$ cat config.mk
export PLATFORM = sky130hd
export DESIGN_NAME = charge_sequencer
export DESIGN_NICKNAME = d
export VERILOG_FILES = /design/src/hdl/charge_pkg.sv /design/src/hdl/timer_if.sv /design/src/hdl/tick_timer.sv /design/src/hdl/charge_sequencer.sv
export SDC_FILE = /design/constraint.sdc
export NUM_CORES = 1
export LEC_CHECK = 0
export BUFFER_PORTS_ARGS = -buffer_cell sky130_fd_sc_hd__buf_4
export CAP_MARGIN = 20
export CORE_MARGIN = 2
export CORE_UTILIZATION = 30
export DETAILED_ROUTE_END_ITERATION = 10
export SETUP_SLACK_MARGIN = 0.15
export SYNTH_ARGS = -nofsm -noshare
export SYNTH_HDL_FRONTEND = slang
export SYNTH_HIERARCHICAL = 1
export SYNTH_SLANG_ARGS = --single-unit
$ cat constraint.sdc
create_clock -name mclk_in -period 13.3 [get_ports mclk_in]
set_input_delay 2.66 -clock mclk_in [delete_from_list [all_inputs] [get_ports mclk_in]]
set_output_delay 2.66 -clock mclk_in [all_outputs]
set_load 0.01 [all_outputs]
$ cat src/hdl/charge_pkg.sv
// constants, state and target encodings for the charge sequencer
package charge_pkg;

    // ==============================
    // clock and time base
    localparam int CLK_HZ = 40_000_000;
    localparam int CLK_MHZ = CLK_HZ / 1_000_000;
    localparam int TICK_HZ = 8;
    localparam int TICK_CYCLES_DEF = CLK_HZ / TICK_HZ;
    localparam int TICK_W = 23;

    // ==============================
    // lockout deglitch, least time so rounded up
    localparam int DEGLITCH_NS = 10_000;
    localparam int DEGLITCH_CYCLES = (DEGLITCH_NS * CLK_MHZ + 999) / 1000;
    localparam int DGL_W = 10;
    localparam logic [DGL_W-1:0] DGL_LAST = DGL_W'(DEGLITCH_CYCLES - 1);

    // ==============================
    // charge timing, counted in ticks
    localparam int TMR_W = 18;
    localparam int SECS_PER_MIN = 60;
    localparam int FILTER_S = 4;
    localparam int PRECHARGE_LIMIT_MIN = 30;
    localparam int BLANK_TENTH_MIN = 43;
    localparam logic [TMR_W-1:0] FILTER_TICKS = TMR_W'(FILTER_S * TICK_HZ);
    localparam logic [TMR_W-1:0] PRECHARGE_TICKS = TMR_W'(PRECHARGE_LIMIT_MIN * SECS_PER_MIN * TICK_HZ);
    localparam logic [TMR_W-1:0] BLANK_TICKS = TMR_W'(BLANK_TENTH_MIN * SECS_PER_MIN * TICK_HZ / 10);
    localparam logic [TMR_W-1:0] TICKS_PER_MIN = TMR_W'(SECS_PER_MIN * TICK_HZ);
    localparam int FAST_MIN_W = 9;
    localparam logic [TMR_W-1:0] TMR_ZERO = 18'h00000;

    // ==============================
    // indicator blink taps on the free tick counter
    localparam int BLINK_W = 3;
    localparam int BLINK_4HZ_BIT = 0;
    localparam int BLINK_1HZ_BIT = 2;

    // ==============================
    // sequencer states, one-hot
    typedef enum logic [7:0] {
        ST_RESET     = 8'h01,
        ST_PRESENCE  = 8'h02,
        ST_PRECHARGE = 8'h04,
        ST_FAST      = 8'h08,
        ST_TOPOFF    = 8'h10,
        ST_DONE      = 8'h20,
        ST_FAULT     = 8'h40,
        ST_DISCHARGE = 8'h80
    } state_t;

    // ==============================
    // regulation target handed to the analog loop
    typedef enum logic [2:0] {
        TGT_OFF         = 3'h0,
        TGT_TOPOFF_LIN  = 3'h1,
        TGT_TOPOFF_COMP = 3'h2,
        TGT_FAST_LIN    = 3'h3,
        TGT_FAST_COMP   = 3'h4
    } target_t;

endpackage

$ cat src/hdl/timer_if.sv
// control and status bundle between the sequencer and one tick timer
`timescale 1ns/1ps
interface timer_if;
    import charge_pkg::*;
    logic clear;
    logic tick;
    logic [TMR_W-1:0] limit;
    logic expired;
    modport ctrl (output clear, output tick, output limit, input expired);
    modport tmr (input clear, input tick, input limit, output expired);
endinterface

$ cat src/hdl/tick_timer.sv
// tick counter with clear and terminal count, used for every charge timer
`timescale 1ns/1ps
module tick_timer
(
    input wire logic mclk_in,
    input wire logic rst_in,
    timer_if.tmr t
);
    import charge_pkg::*;

    logic [TMR_W-1:0] count_r;
    logic [TMR_W-1:0] count_nxt;
    logic at_limit;

    // ==============================
    // counting
    // saturates at the limit so a late read still sees expiry
    assign at_limit = (count_r >= t.limit);
    assign count_nxt = t.clear ? TMR_ZERO : ((t.tick && !at_limit) ? count_r + 1'b1 : count_r);
    // expiry comes from the count alone: the clear is built from expiry, so gating it would close a loop
    assign t.expired = at_limit;

    always_ff @(posedge mclk_in)
    begin
        if (rst_in)
            count_r <= TMR_ZERO;
        else
            count_r <= count_nxt;
    end

endmodule

$ cat src/hdl/charge_sequencer.sv
// charge-state sequencer for a series nickel-metal-hydride stack
//
// Behaviour
// - charge starts at power-up or on insertion
// - lockout inhibits charge, resets state, clears timers
// - lockout input deglitched over ten microseconds
// - lockout release moves reset into presence
// - presence to pre-charge on detect with good temperature
// - out-of-band temperature holds presence
// - four-second cell-voltage filter entering pre-charge
// - pre-charge selects reduced regulation target
// - pre-charge to fast charge above low-cell
// - pre-charge timeout or over-temperature gives fault
// - no-cell in pre-charge or fast returns presence
// - fast charge selects high regulation target
// - slope trip moves fast charge to top-off
// - slope ignored first 4.3 minutes
// - selectable fast timer expiry enters top-off
// - over-temperature in fast charge goes done
// - top-off restarts timer at half duration
// - top-off expiry or over-temperature goes done
// - done releases drive, result indicator steady
// - done waits for no-cell, then presence
// - fault releases drive, blinks, waits for removal
// - reverse current enters discharge, drive low
// - forward current leaves discharge to presence
// - charging indicator blinks 1 Hz while charging
// - fault blinks 4 Hz; idle indicators released
// - mode input picks linear or comparator targets
`timescale 1ns/1ps
module charge_sequencer
#(
    parameter int TICK_CYCLES = charge_pkg::TICK_CYCLES_DEF
)
(
    input wire logic mclk_in,
    input wire logic rst_in,
    input wire logic supply_lockout_in,
    input wire logic below_cell_detect_in,
    input wire logic above_no_cell_in,
    input wire logic above_low_cell_in,
    input wire logic temp_in_band_in,
    input wire logic over_temperature_in,
    input wire logic temperature_slope_trip_in,
    input wire logic discharge_set_in,
    input wire logic discharge_reset_in,
    input wire logic comparator_mode_in,
    input wire logic [charge_pkg::FAST_MIN_W-1:0] fast_timeout_min_in,
    output logic charge_regulate_out,
    output charge_pkg::target_t target_sel_out,
    output logic charge_drive_out,
    output logic charge_drive_oe_out,
    output logic sense_enable_out,
    output logic charging_indicator_out,
    output logic charging_indicator_oe_out,
    output logic result_indicator_out,
    output logic result_indicator_oe_out,
    output charge_pkg::state_t state_out
);
    import charge_pkg::*;

    // ==============================
    // input registration
    // one stage only; the flags already arrive synchronous to the clock
    logic below_det_r;
    logic no_cell_r;
    logic low_cell_r;
    logic band_r;
    logic hot_r;
    logic slope_r;
    logic dchg_set_r;
    logic dchg_rst_r;
    logic comp_mode_r;
    logic lockout_raw_r;

    always_ff @(posedge mclk_in)
    begin
        if (rst_in)
        begin
            below_det_r <= 1'b0;
            no_cell_r <= 1'b1;
            low_cell_r <= 1'b0;
            band_r <= 1'b0;
            hot_r <= 1'b0;
            slope_r <= 1'b0;
            dchg_set_r <= 1'b0;
            dchg_rst_r <= 1'b0;
            comp_mode_r <= 1'b0;
            lockout_raw_r <= 1'b1;
        end
        else
        begin
            below_det_r <= below_cell_detect_in;
            no_cell_r <= above_no_cell_in;
            low_cell_r <= above_low_cell_in;
            band_r <= temp_in_band_in;
            hot_r <= over_temperature_in;
            slope_r <= temperature_slope_trip_in;
            dchg_set_r <= discharge_set_in;
            dchg_rst_r <= discharge_reset_in;
            comp_mode_r <= comparator_mode_in;
            lockout_raw_r <= supply_lockout_in;
        end
    end

    // ==============================
    // lockout deglitch
    // the decision flips only after the raw level has disagreed for the whole window
    // a pulse shorter than the window restarts the count and leaves the decision alone
    logic lockout_r;
    logic lockout_nxt;
    logic [DGL_W-1:0] dgl_cnt_r;
    logic [DGL_W-1:0] dgl_cnt_nxt;
    wire dgl_differs = (lockout_raw_r != lockout_r);
    wire dgl_done = (dgl_cnt_r == DGL_LAST);

    assign dgl_cnt_nxt = (!dgl_differs || dgl_done) ? '0 : dgl_cnt_r + 1'b1;
    assign lockout_nxt = (dgl_differs && dgl_done) ? lockout_raw_r : lockout_r;

    always_ff @(posedge mclk_in)
    begin
        if (rst_in)
        begin
            lockout_r <= 1'b1;
            dgl_cnt_r <= '0;
        end
        else
        begin
            lockout_r <= lockout_nxt;
            dgl_cnt_r <= dgl_cnt_nxt;
        end
    end

    // ==============================
    // time base
    // blink taps share the tick counter, so both patterns run off one divider
    logic [TICK_W-1:0] pre_cnt_r;
    logic [BLINK_W-1:0] blink_cnt_r;
    wire tick = (pre_cnt_r == TICK_W'(TICK_CYCLES - 1));

    always_ff @(posedge mclk_in)
    begin
        if (rst_in)
        begin
            pre_cnt_r <= '0;
            blink_cnt_r <= '0;
        end
        else
        begin
            pre_cnt_r <= tick ? '0 : pre_cnt_r + 1'b1;
            blink_cnt_r <= tick ? blink_cnt_r + 1'b1 : blink_cnt_r;
        end
    end

    wire blink_1hz = blink_cnt_r[BLINK_1HZ_BIT];
    wire blink_4hz = blink_cnt_r[BLINK_4HZ_BIT];

    // ==============================
    // timers: charge duration, insertion filter, slope blanking
    state_t state_r;
    state_t state_nxt;
    timer_if chg_t ();
    timer_if flt_t ();
    timer_if blk_t ();

    tick_timer u_chg_timer (.mclk_in(mclk_in), .rst_in(rst_in), .t(chg_t.tmr));
    tick_timer u_flt_timer (.mclk_in(mclk_in), .rst_in(rst_in), .t(flt_t.tmr));
    tick_timer u_blk_timer (.mclk_in(mclk_in), .rst_in(rst_in), .t(blk_t.tmr));

    // every state change restarts all timers, which also gives top-off a fresh count
    wire state_change = (state_nxt != state_r);
    wire timers_clear = lockout_r || state_change;
    wire [TMR_W-1:0] fast_ticks = TMR_W'(fast_timeout_min_in) * TICKS_PER_MIN;
    wire [TMR_W-1:0] topoff_ticks = fast_ticks >> 1;

    assign chg_t.clear = timers_clear;
    assign chg_t.tick = tick;
    assign chg_t.limit = (state_r == ST_PRECHARGE) ? PRECHARGE_TICKS
                       : (state_r == ST_TOPOFF) ? topoff_ticks : fast_ticks;
    assign flt_t.clear = timers_clear;
    assign flt_t.tick = tick;
    assign flt_t.limit = FILTER_TICKS;
    assign blk_t.clear = timers_clear;
    assign blk_t.tick = tick;
    assign blk_t.limit = BLANK_TICKS;

    wire chg_expired = chg_t.expired;
    wire filter_done = flt_t.expired;
    wire blank_done = blk_t.expired;

    // ==============================
    // state decisions
    // voltage decisions in pre-charge wait for the insertion filter; thermal faults do not
    wire vbatt_valid = filter_done;
    wire go_discharge = dchg_set_r && (state_r != ST_RESET) && (state_r != ST_DISCHARGE);

    always_comb
    begin
        state_nxt = state_r;
        case (state_r)
            ST_RESET:
                if (!lockout_r)
                    state_nxt = ST_PRESENCE;
            ST_PRESENCE:
                if (below_det_r && band_r)
                    state_nxt = ST_PRECHARGE;
            ST_PRECHARGE:
                if (hot_r || chg_expired)
                    state_nxt = ST_FAULT;
                else if (vbatt_valid && no_cell_r)
                    state_nxt = ST_PRESENCE;
                else if (vbatt_valid && low_cell_r)
                    state_nxt = ST_FAST;
            ST_FAST:
                if (no_cell_r)
                    state_nxt = ST_PRESENCE;
                else if (hot_r)
                    state_nxt = ST_DONE;
                else if (slope_r && blank_done)
                    state_nxt = ST_TOPOFF;
                else if (chg_expired)
                    state_nxt = ST_TOPOFF;
            // removal is not acted on in top-off; the pack is released from done
            ST_TOPOFF:
                if (hot_r || chg_expired)
                    state_nxt = ST_DONE;
            ST_DONE:
                if (no_cell_r)
                    state_nxt = ST_PRESENCE;
            ST_FAULT:
                if (no_cell_r)
                    state_nxt = ST_PRESENCE;
            ST_DISCHARGE:
                if (dchg_rst_r)
                    state_nxt = ST_PRESENCE;
            default:
                state_nxt = ST_RESET;
        endcase
        // discharge (except from reset or discharge), then lockout, override every case; lockout last so it wins
        if (go_discharge)
            state_nxt = ST_DISCHARGE;
        if (lockout_r)
            state_nxt = ST_RESET;
    end

    always_ff @(posedge mclk_in)
    begin
        if (rst_in)
            state_r <= ST_RESET;
        else
            state_r <= state_nxt;
    end

    // ==============================
    // output decode
    wire charging = (state_r == ST_PRECHARGE) || (state_r == ST_FAST) || (state_r == ST_TOPOFF);
    wire reduced = (state_r == ST_PRECHARGE) || (state_r == ST_TOPOFF);
    target_t target_nxt;

    assign target_nxt = !charging ? TGT_OFF
                      : reduced ? (comp_mode_r ? TGT_TOPOFF_COMP : TGT_TOPOFF_LIN)
                      : (comp_mode_r ? TGT_FAST_COMP : TGT_FAST_LIN);

    // discharge hands the pass element to the load: drive low, sensing and indicators off
    wire in_discharge = (state_r == ST_DISCHARGE);
    wire in_done = (state_r == ST_DONE);
    wire in_fault = (state_r == ST_FAULT);

    // indicators only ever pull low; the enables carry the pattern
    wire chg_led_on = charging && blink_1hz;
    wire res_led_on = in_done || (in_fault && blink_4hz);

    // state_out is a registered copy so it lines up with the other outputs

    always_ff @(posedge mclk_in)
    begin
        if (rst_in)
        begin
            charge_regulate_out <= 1'b0;
            target_sel_out <= TGT_OFF;
            charge_drive_oe_out <= 1'b0;
            sense_enable_out <= 1'b1;
            charging_indicator_oe_out <= 1'b0;
            result_indicator_oe_out <= 1'b0;
            state_out <= ST_RESET;
        end
        else
        begin
            charge_regulate_out <= charging && !lockout_r;
            target_sel_out <= target_nxt;
            charge_drive_oe_out <= in_discharge;
            sense_enable_out <= !in_discharge;
            charging_indicator_oe_out <= chg_led_on;
            result_indicator_oe_out <= res_led_on;
            state_out <= state_r;
        end
    end

    assign charge_drive_out = 1'b0;
    assign charging_indicator_out = 1'b0;
    assign result_indicator_out = 1'b0;

endmodule

* After elaboration in Yosys (flattened, before gate mapping)
Index checks and enable logic that the tools add are counted.
** Operators by class
- Add/subtract/negate cells :: 6
- Multipliers :: 1
- Order comparisons :: 3
- Eq/ne operators :: 14
- Mux-type cells :: 19
- Bitwise gates (word level) :: 1
- Reductions and logical operators :: 31
** Operator list (count)
- 2-to-1 mux 8 bit :: 13
- case mux 8 bit (7 select lines) :: 1
- adder 18 x 1 -> 18 bit (second input constant) :: 3
- 2-to-1 mux 18 bit :: 2
- adder 23 x 1 -> 23 bit (second input constant) :: 1
- equality test 23 bit (second input constant) :: 1
- >= comparator 18 x 12 -> 1 bit (second input constant) :: 1
- >= comparator 18 bit :: 1
- >= comparator 18 x 6 -> 1 bit (second input constant) :: 1
- logical AND 1 bit :: 13
- multiplier 9 x 4 -> 13 bit (second input constant) :: 1
- adder 10 x 1 -> 10 bit (second input constant) :: 1
- equality test 10 x 9 -> 1 bit (second input constant) :: 1
- OR reduction 2 bit :: 5
- equality test 8 x 1 -> 1 bit (second input constant) :: 1
- equality test 8 x 2 -> 1 bit (second input constant) :: 1
- equality test 8 x 3 -> 1 bit (second input constant) :: 1
- equality test 8 x 4 -> 1 bit (second input constant) :: 1
- equality test 8 x 5 -> 1 bit (second input constant) :: 1
- equality test 8 x 6 -> 1 bit (second input constant) :: 1
- equality test 8 x 7 -> 1 bit (second input constant) :: 1
- equality test 8 bit (second input constant) :: 1
- inequality test 8 x 1 -> 1 bit (second input constant) :: 1
- inequality test 8 bit :: 1
- other kinds (8) :: 20
** Word-level totals
- Flip-flop bits (word level) :: 125
- Input bits :: 21

* Longest topological paths before layout
Gate-level depths: netlist of run 1.
- Word-level depth :: 14
- Depth in mapped cells :: 30
- Mapped depth without buffers :: 28

* Cells and area by module
Netlist of run 1, hierarchy kept.
** By module, submodules not included
- charge_sequencer :: times used 1, cells an instance 475, area each 4111.4 um^2
- tick_timer :: times used 3, cells an instance 169, area each 1336.3 um^2

* Worst setup path after synthesis of run 1
OpenSTA, ideal clock, no wires.
- Kind :: input -> register
- Start point :: in fast_timeout_min_in[4] (netlist name)
- End point :: reg u_blk_timer.count_r[10]
- Library setup time :: 0.070 ns
- Data arrival time :: 8.674 ns
- Required time :: 13.230 ns
- Slack :: 4.555 ns
- Stages on the path :: 30
- Path buffers :: 4
- Path through :: inv_1 > fa_1 > fa_1 > inv_1 > ha_1 > nand3_1 > o211ai_1 > o41ai_1 > o21ai_0 > xor2_1 > o2bb2ai_1 > inv_1 > ha_1 > a21oi_1 > nand2_1 > a221oi_2 > o211a_4 > inv_2 > buf_6 > buf_2 > nor2_1 > nand4_1 > o311a_1 > a32o_1 > a2111oi_2 > nand4_1 > or2_2 > buf_1 > clkbuf_1 > a21oi_1
** On the way
- Word-level cells in the longest chain between the ends :: 14
** RTL lines
- from (decl) :: line charge_sequencer.sv:48 : input wire logic [charge_pkg::FAST_MIN_W-1:0] fast_timeout_min_in,
- multiplier 9 x 4 -> 13 bit (*) :: line charge_sequencer.sv:173 : wire [TMR_W-1:0] fast_ticks = TMR_W'(fast_timeout_min_in) * TICKS_PER_MIN;
- 2-to-1 mux 18 bit (*) :: line charge_sequencer.sv:179 : : (state_r == ST_TOPOFF) ? topoff_ticks : fast_ticks;
- 2-to-1 mux 18 bit (*) :: line charge_sequencer.sv:178 : assign chg_t.limit = (state_r == ST_PRECHARGE) ? PRECHARGE_TICKS
- named net chg_t.limit[16] :: line timer_if.sv:7 : logic [TMR_W-1:0] limit;
- >= comparator 18 bit (*) :: line tick_timer.sv:18 : assign at_limit = (count_r >= t.limit);
- named net chg_expired :: line charge_sequencer.sv:187 : wire chg_expired = chg_t.expired;
- 2-to-1 mux 8 bit :: line charge_sequencer.sv:221 : else if (chg_expired)
- 2-to-1 mux 8 bit :: line charge_sequencer.sv:219 : else if (slope_r && blank_done)
- 2-to-1 mux 8 bit :: line charge_sequencer.sv:217 : else if (hot_r)
- 2-to-1 mux 8 bit :: line charge_sequencer.sv:215 : if (no_cell_r)
- case mux 8 bit (7 select lines) (*) :: line charge_sequencer.sv:200 : case (state_r)
- 2-to-1 mux 8 bit (*) :: line charge_sequencer.sv:240 : if (go_discharge)
- 2-to-1 mux 8 bit (*) :: line charge_sequencer.sv:242 : if (lockout_r)
- inequality test 8 bit (*) :: line charge_sequencer.sv:171 : wire state_change = (state_nxt != state_r);
- logical OR 1 bit (*) :: line charge_sequencer.sv:172 : wire timers_clear = lockout_r || state_change;
- named net blk_t.clear :: line timer_if.sv:5 : logic clear;
- OR reduction 2 bit (no line) (*)
- to (signal assigned) :: line tick_timer.sv:28 : count_r <= count_nxt;
- to (decl) :: line tick_timer.sv:11 : logic [TMR_W-1:0] count_r;
The timed path passes the listed nets; every way through them passes the cells marked *.
A chain may end at the register's enable or synchronous reset.

* Worst setup path in the final report of run 1
- Start point :: in fast_timeout_min_in[4] (netlist name)
- End point :: reg u_chg_timer.count_r[2]
** On the way
- Word-level cells in the longest chain between the ends :: 14
** RTL lines (line)
- multiplier 9 x 4 -> 13 bit (*) :: charge_sequencer.sv:173
- 2-to-1 mux 18 bit (*) :: charge_sequencer.sv:179
- 2-to-1 mux 18 bit (*) :: charge_sequencer.sv:178
- named net chg_t.limit[16] :: timer_if.sv:7
- >= comparator 18 bit (*) :: tick_timer.sv:18
- named net chg_expired :: charge_sequencer.sv:187
- 2-to-1 mux 8 bit :: charge_sequencer.sv:221
- 2-to-1 mux 8 bit :: charge_sequencer.sv:219
- 2-to-1 mux 8 bit :: charge_sequencer.sv:217
- 2-to-1 mux 8 bit :: charge_sequencer.sv:215
- case mux 8 bit (7 select lines) (*) :: charge_sequencer.sv:200
- 2-to-1 mux 8 bit (*) :: charge_sequencer.sv:240
- 2-to-1 mux 8 bit (*) :: charge_sequencer.sv:242
- inequality test 8 bit (*) :: charge_sequencer.sv:171
- logical OR 1 bit (*) :: charge_sequencer.sv:172
- named net blk_t.clear :: timer_if.sv:5
- OR reduction 2 bit (no line) (*)
- to (signal assigned) :: tick_timer.sv:28
- to (decl) :: tick_timer.sv:11
Marked as above.

==> summary.md, run 1 <==
| Metric | Value |
|---|---|
| Status | `finished, final reports clean` |
| Hold Crit Class | `reg -> reg` |
| Setup_tns | `0 ns` |
| Register bit total from synthesis | `125` |
| Worst EP required | `13.67 ns` |
| CTS Buf Count | `17` |
| Endpoints failing setup | `0` |
| WL/cell | `12.9 um` |
| Ant diodes | `0` |
| Overall routed net length | `18,000 um` |
| Layout net count | `1,154` |
| Cell taking the most area after synthesis | `dfxtp_1` |
| Most frequent cells in the layout | `dfxtp_1 (125), inv_1 (99), ha_1 (76)` |
| Total track usage | `13.2%` |
| Max Slew Vio Count | `0` |
| Mux cell area share after synthesis | `1.00%` |
| Worst-path clk slew | `0.06 ns` |
| PostCTS Resize Cnt | `0` |
| Peak VDD IR | `0.0973 mV` |
| Area contributors post-synth | `dfxtp_1 (31%), ha_1 (12%), inv_1 (4.6%)` |
| Routed Antenna Nets | `0` |
| Crit-path max cell delay | `0.60 ns` |
| First-pass GRT wire length | `31,100 um` |
| Postcts setup bufs | `0` |
| Crit path arrival time | `9.59 ns` |
| Post-synthesis adder-cell area fraction | `15.4%` |
| Synth Area per Inst | `8.27 um^2` |
| Placer Congestion | `0.869` |
| Max-cap violations | `0` |
| CTS tree | `yes` |
| Simple-gate share of the synthesized area | `25.0%` |
| Mapped Area | `8120 um^2` |
| TritonCTS sink count | `125` |
| Combinational family with the most area after synthesis | `simple AND/OR/NAND/NOR gates` |
| Initial antenna violation count | `0` |
| Ys Warns | `6` |
| Fillcell total | `2,712` |
| Commonest non-fill, non-tap cell in the layout | `dfxtp_1` |
| Final worst slack | `4.08 ns` |
| Worst Tran Pin Value | `0.985 ns` |
| Area grow syn2layout | `16.0%` |
| Root buffer cell | `clkbuf_16` |
| CP endpoint kind | `flip-flop` |
| CP dominant cell by count | `inv_1` |
| Non-Filler Instances | `1,396` |
| Vias | `6,948` |
| Die Height | `169 um` |
| Dpl ws | `3.65 ns` |
| Number of hold buffers added after CTS | `0` |
| Port Buffer Count | `36` |
| Initial Util | `30.3%` |
| Share of cells above drive strength 1 | `10.0%` |
| Max Root-Sink Buffers | `2` |
| GR Overflow Total | `0` |
| Die area | `28,400 um^2` |
| Unrepaired setup endpoints after global routing | `false` |
| EDFF count, synth | `0` |
| DR pass1 iterations | `5` |
| Worst clock skew | `0.0133 ns` |
| Final core occ | `35.1%` |
| CP Class | `in -> reg` |
| Sequential share of the synthesized area | `30.8%` |
| Largest net degree at the start of global routing | `42` |
| Clock Latency Late Sink | `0.42 ns` |
| Final hold vios | `0` |
| Number of distinct library cells after synthesis | `70` |
| Ys async rst share | `0%` |
| Top cell type's share of synthesized area | `30.8%` |
| Vias in the first global route | `6,552` |
| Relative max-transition margin | `33.4%` |
| Core region area | `26,800 um^2` |
| Rows | `60` |
| Post-Place Cells | `1,364` |
| Fin crit share | `69.4%` |
| Vias per std cell | `4.98` |
| Xor-xnor portion of the synthesized cell area | `4.75%` |
| Residual DRC | `0` |
| Primary FF master, synth | `dfxtp_1` |
| Pwr Density | `109 nW/um^2` |
| Slowest-stage cell, CP | `or2_2` |
| Clock period minus final worst setup slack | `9.22 ns` |
| Buf+Inv Stages, Crit Path | `5` |
| Io pins | `40` |
| CP top delay family | `compound AO/OA/AOI/OAI gates` |
| Max H-tree Level | `4` |
| Fmax | `0.108 GHz` |
| Syn Inst Count | `982` |
| Die W | `169 um` |
| Compound-Gate Fraction of Synth Area | `15.8%` |
| HPWL after DPL | `13,100 um` |
| Crit Path Max Fanout | `34` |
| LEAKAGE | `3.76 nW` |
| Type of element launching the critical path | `input port` |
| Initial DRC Count | `463` |
[through the flow]
stage / hold slack (ns) / total power, mW / cell area (um^2)
floorplan: 0.421 / 0.516 / 8270
global placement: 0.448 / 0.547 / 8800
detailed placement: 0.449 / 0.550 / 8800
CTS: 0.466 / 1.04 / 9420
global route: 0.480 / 1.08 / 9420
finish: 0.462 / 1.02 / 9420
[layout make-up]
class	instances	area, um^2	area share (%)
sequential	125	2500	26.6
clock inverter	12	159	1.69
tap	341	427	4.53
timing repair buffer	39	293	3.11
clock buffer	20	457	4.85
inverter	102	383	4.06
multi-input combinational	757	5200	55.2
[per-layer routing]
| metal | GRT usage (%) | wire [um] | part of all wire (%) | vias to the layer above |
|---|---|---|---|---|
| met5 | 0 | 0 | 0 | - |
| met3 | 2.99 | 728 | 4.1 | 22 |
| li1 | - | - | - | 3593 |
| met4 | 4.31 | 283 | 1.6 | 0 |
| met2 | 21.9 | 8410 | 47 | 159 |
| met1 | 17.0 | 8550 | 48 | 3174 |
[final timing paths]
path	startpoint	slack (ns)	to	depth (start not counted)
worst min register to register	dgl_cnt_r[0]$_SDFF_PP0_	0.46	dgl_cnt_r[0]$_SDFF_PP0_	1
worst min-delay path	dgl_cnt_r[0]$_SDFF_PP0_	0.46	dgl_cnt_r[0]$_SDFF_PP0_	1
worst max register to register	state_r[4]$_SDFF_PP0_	6.74	u_chg_timer/count_r[2]$_SDFFE_PP0P_	20
worst max-delay path	fast_timeout_min_in[4]	4.08	u_chg_timer/count_r[2]$_SDFFE_PP0P_	28
[synth_stat cells (all sizes together) (16+ instances only)]
| cell | count |
|---|---|
| nor2 | 75 |
| xnor2 | 21 |
| xor2 | 23 |
| or3 | 20 |
| nor3 | 16 |
| inv | 102 |
| o31ai | 28 |
| a21oi | 74 |
| clkbuf | 25 |
| ha | 76 |
| nand4 | 32 |
| and3 | 19 |
| or4 | 30 |
| o21ai | 29 |
| nand3 | 51 |
| nand2 | 73 |
| dfxtp | 125 |
[sequential cells by signal, summed over array words and instances (netlist names), 3 cells and up]
| name | flops |
|---|---|
| state_r | 8 |
| u_flt_timer/count_r | 18 |
| pre_cnt_r | 23 |
| dgl_cnt_r | 10 |
| target_sel_out | 3 |
| u_blk_timer/count_r | 18 |
| blink_cnt_r | 3 |
| u_chg_timer/count_r | 18 |
| state_out | 8 |
[cell families (layout without fill, tap and decap cells)]
| logic type | count (synthesis) | after routing |
|---|---|---|
| compound gates | 189 | 189 |
| xor+xnor | 44 | 44 |
| fa+ha+maj | 91 | 91 |
| buf+inv | 141 | 173 |
| flops | 125 | 125 |
| mux | 8 | 8 |
| other cells | 2 | 43 |
| simple gates | 382 | 382 |
[power by group]
| part | switching [mW] | internal (mW) | leakage (nW) |
|---|---|---|---|
| combinational | 0.0904 | 0.0711 | 2.45 |
| clock | 0.177 | 0.306 | 0.297 |
| sequential | 0.00267 | 0.377 | 1.01 |
| total | 0.270 | 0.754 | 3.76 |
(Power assumes the default switching activity.)
==> run 2, diff against run 1 <==
- ABC_AREA: default -> 1
- clock period: 13.3 -> 7.6 ns (I/O delays scaled with it)
==> run 2 against run 1 <==
Against the previous run: combinational power up 85%; critical endpoint is now u_blk_timer/count_r[11]$_SDFFE_PP0P_; global-route usage up 0.79 points; synthesized area up 19%; synthesized cell count up 52%; clock skew down 0.0022 ns; register-to-register slack worse by 4.3 ns; sequential cell count unchanged; setup slack worse by 3.3 ns.
==> summary.md, run 2 <==
| Metric | Value |
|---|---|
| Hold Path Stages | `1 (unchanged)` |
| Register bit total from synthesis | `125 (unchanged)` |
| Die W | `183 um (+8.8%)` |
| Synth top cells by count | `nor2_1 (323), nand2_1 (294), inv_1 (249)` |
| Internal power | `1.29 mW (+71%)` |
| Primary FF master, synth | `dfxtp_1` |
| Max H-tree Level | `4 (unchanged)` |
| Status | `finished, final reports clean` |
| Worst setup path start | `fast_timeout_min_in[6]` |
| Unrepaired setup endpoints after global routing | `false` |
| CP endpoint kind | `flip-flop` |
| Hold Crit Class | `reg -> reg` |
| Area grow syn2layout | `14.1%` |
| Fin crit share | `89.6%` |
| Worst-path clk slew | `0.06 ns (about the same)` |
| Clock Latency Late Sink | `0.42 ns (about the same)` |
| Root buffer cell | `clkbuf_16` |
| PostCTS Resize Cnt | `0 (unchanged)` |
| CP dominant cell by count | `nor2_1` |
| Share of cells above drive strength 1 | `10.6% (+0.57 points)` |
| Ant diodes | `0 (unchanged)` |
| First-pass GRT wire length | `38,800 um (+25%)` |
| Crit-path max cell delay | `0.51 ns (-0.09 ns)` |
| Initial antenna violation count | `0 (unchanged)` |
| Clock power frac | `45.6% (-1.5 points)` |
| Peak VDD IR | `0.155 mV (+59%)` |
| Placer Congestion | `0.884 (+1.7%)` |
| Crit Path Max Fanout | `19 (-44%)` |
| Mapped Area | `9650 um^2 (+19%)` |
| Final core occ | `34.8% (-0.34 points)` |
| Overall routed net length | `22,600 um (+26%)` |
| Die area | `33,600 um^2 (+18%)` |
| TritonCTS sink count | `125 (unchanged)` |
| Type of element launching the critical path | `input port` |
| HPWL after DPL | `17,300 um (+32%)` |
| Rows | `65 (+8.3%)` |
| Port Buffer Count | `36 (unchanged)` |
| Routed Antenna Nets | `0 (unchanged)` |
| Ys async rst share | `0% (unchanged)` |
| Final hold vios | `0 (unchanged)` |
| Endpoints failing setup | `0 (unchanged)` |
| R2R Path Start | `state_r[1]$_SDFF_PP0_` |
| Residual DRC | `0 (unchanged)` |
| Syn Inst Count | `1,488 (+52%)` |
| EDFF count, synth | `0 (unchanged)` |
| Initial Util | `30.5% (+0.20 points)` |
| Max Root-Sink Buffers | `2 (unchanged)` |
| Vias | `9,000 (+30%)` |
| Area contributors post-synth | `dfxtp_1 (26%), nor2_1 (13%), nand2_1 (11%)` |
| Fmax | `0.147 GHz` |
| Layout net count | `1,674 (+45%)` |
| GR Overflow Total | `0 (unchanged)` |
| Postcts setup bufs | `0 (unchanged)` |
| Total track usage | `14.0% (+0.79 points)` |
| Initial DRC Count | `471 (+1.7%)` |
| Biggest register | `pre_cnt_r` |
| Vias per std cell | `4.56 (-8.4%)` |
| Net switching share of the total power | `27.2% (+0.86 points)` |
| Synth Area per Inst | `6.48 um^2 (-22%)` |
| Worst Tran Pin Value | `0.778 ns (-0.207 ns)` |
| Die Height | `183 um (+8.8%)` |
| WL/cell | `11.5 um (-11%)` |
| Most frequent cells in the layout | `nor2_1 (323), nand2_1 (294), inv_1 (249)` |
| Non-Filler Instances | `1,975 (+41%)` |
| Commonest non-fill, non-tap cell in the layout | `nor2_1` |
| Worst clock skew | `0.0111 ns (-0.00218 ns)` |
| Post-Place Cells | `1,945 (+43%)` |
| R2R setup slack | `2.45 ns (-4.29 ns)` |
| Max Slew Vio Count | `0 (unchanged)` |
| Io pins | `40 (unchanged)` |
| Core region area | `31,600 um^2 (+18%)` |
| Ys Warns | `6 (unchanged)` |
| Max-cap violations | `0 (unchanged)` |
| Number of distinct library cells after synthesis | `50 (-29%)` |
| Flop pwr share | `37.5% (+0.4 points)` |
| Worst EP required | `7.95 ns (-5.72 ns)` |
| Crit path arrival time | `7.16 ns (-2.43 ns)` |
| DR pass1 iterations | `5 (unchanged)` |
| LEAKAGE | `4.69 nW (+25%)` |
| R2R Path End | `u_blk_timer/count_r[11]$_SDFFE_PP0P_` |
| Slowest-stage cell, CP | `fa_1` |
| Number of hold buffers added after CTS | `0 (unchanged)` |
| Cell taking the most area after synthesis | `dfxtp_1` |
| CTS tree | `yes` |
| Sw power | `0.482 mW (+78%)` |
| Most frequent cell after synthesis | `nor2_1` |
| Top cell type's share of synthesized area | `25.9% (-4.9 points)` |
| Relative max-transition margin | `48.0% (+15 points)` |
| Max reg flops | `23 (unchanged)` |
| Vias in the first global route | `8,317 (+27%)` |
| Largest net degree at the start of global routing | `31 (-26%)` |
| R2R depth | `29 (+45%)` |
| Sequential share of the synthesized area | `25.9% (-4.9 points)` |
| CP Class | `in -> reg` |
| Pwr Density | `161 nW/um^2 (+48%)` |
| CTS Buf Count | `17 (unchanged)` |
| Setup_tns | `0 ns (unchanged)` |
| Clock period minus final worst setup slack | `6.81 ns` |
| Logic pwr share | `17.0% (+1.2 points)` |
| End point of the critical path | `u_blk_timer/count_r[11]$_SDFFE_PP0P_` |
[run 2: changes by cell type in the layout (fill, tap and decap cells not counted), sizes merged, moves of 20 or more]
cell,before,now
o31ai,28,0
nor2,75,356
nand4,32,72
or3,20,0
a21oi,74,38
nand3,51,81
or4,30,0
nand2,73,313
inv,104,262
[run 2: area by class of cell]
type                    instances  area [um^2]
well taps                     402          503
inverters                     266          998
fillers                      3365        20600
multi-input cells            1111         6120
clock buffers                  23          488
flip-flops and latches        125         2500
repair buffers                 41          308
clock inverters                 7         87.6
[run 2: power by group through the flow]
stage / clock network (mW) / registers, mW / logic, mW
2_1_floorplan: 0 / 0.676 / 0.240
3_3_place_gp: 0 / 0.677 / 0.295
3_5_place_dp: 0 / 0.678 / 0.299
4_1_cts: 0.826 / 0.663 / 0.302
5_1_grt: 0.850 / 0.663 / 0.350
6_report: 0.806 / 0.663 / 0.300
[run 2: cell families after synthesis]
family / Yosys count / synth area share [%]
adder cells (fa/ha/maj): 91 / 13.0
AO/OA/AOI/OAI: 89 / 5.68
flip-flops: 125 / 25.9
XOR/XNOR: 24 / 2.18
buffers and inverters: 293 / 12.2
AND/OR/NAND/NOR: 864 / 41.0
other: 2 / 0.0778
[run 2: stage by stage]
step / area (um^2) / hold WS, ns / power (mW) / setup slack, ns
detailed placement: 10400 / 0.440 / 0.976 / 0.406
finish: 11000 / 0.448 / 1.77 / 0.792
CTS: 11000 / 0.453 / 1.79 / 0.832
floorplan: 9800 / 0.414 / 0.916 / 0.848
global route: 11000 / 0.473 / 1.86 / 0.348
global placement: 10400 / 0.431 / 0.972 / 0.502
[run 2: critical path: cells and delay by family]
kind / cells / cell delay (ns)
AND/OR/NAND/NOR: 19 / 2.27
XOR/XNOR: 1 / 0.10
buffers and inverters: 7 / 0.93
adder cells (fa/ha/maj): 4 / 1.68
AO/OA/AOI/OAI: 4 / 0.65
[run 2: worst min-delay path by stage]
stage                             from                            to
5_1_grt        pre_cnt_r[0]$_SDFF_PP0_       pre_cnt_r[0]$_SDFF_PP0_
6_report       pre_cnt_r[0]$_SDFF_PP0_       pre_cnt_r[0]$_SDFF_PP0_
4_1_cts        pre_cnt_r[0]$_SDFF_PP0_       pre_cnt_r[0]$_SDFF_PP0_
3_5_place_dp   pre_cnt_r[0]$_SDFF_PP0_       pre_cnt_r[0]$_SDFF_PP0_
3_3_place_gp   pre_cnt_r[0]$_SDFF_PP0_       pre_cnt_r[0]$_SDFF_PP0_
2_1_floorplan   comp_mode_r$_SDFF_PP0_  target_sel_out[0]$_SDFF_PP0_
[run 2: metal layers]
layer,global-route usage [%],wire (um),up-vias,part of all wire (%)
li1,-,-,4768,-
met1,18.7,11000,4044,49
met2,23.4,10300,177,45
met3,2.72,1110,11,4.9
met4,2.98,206,0,0.91
met5,0,0,-,0
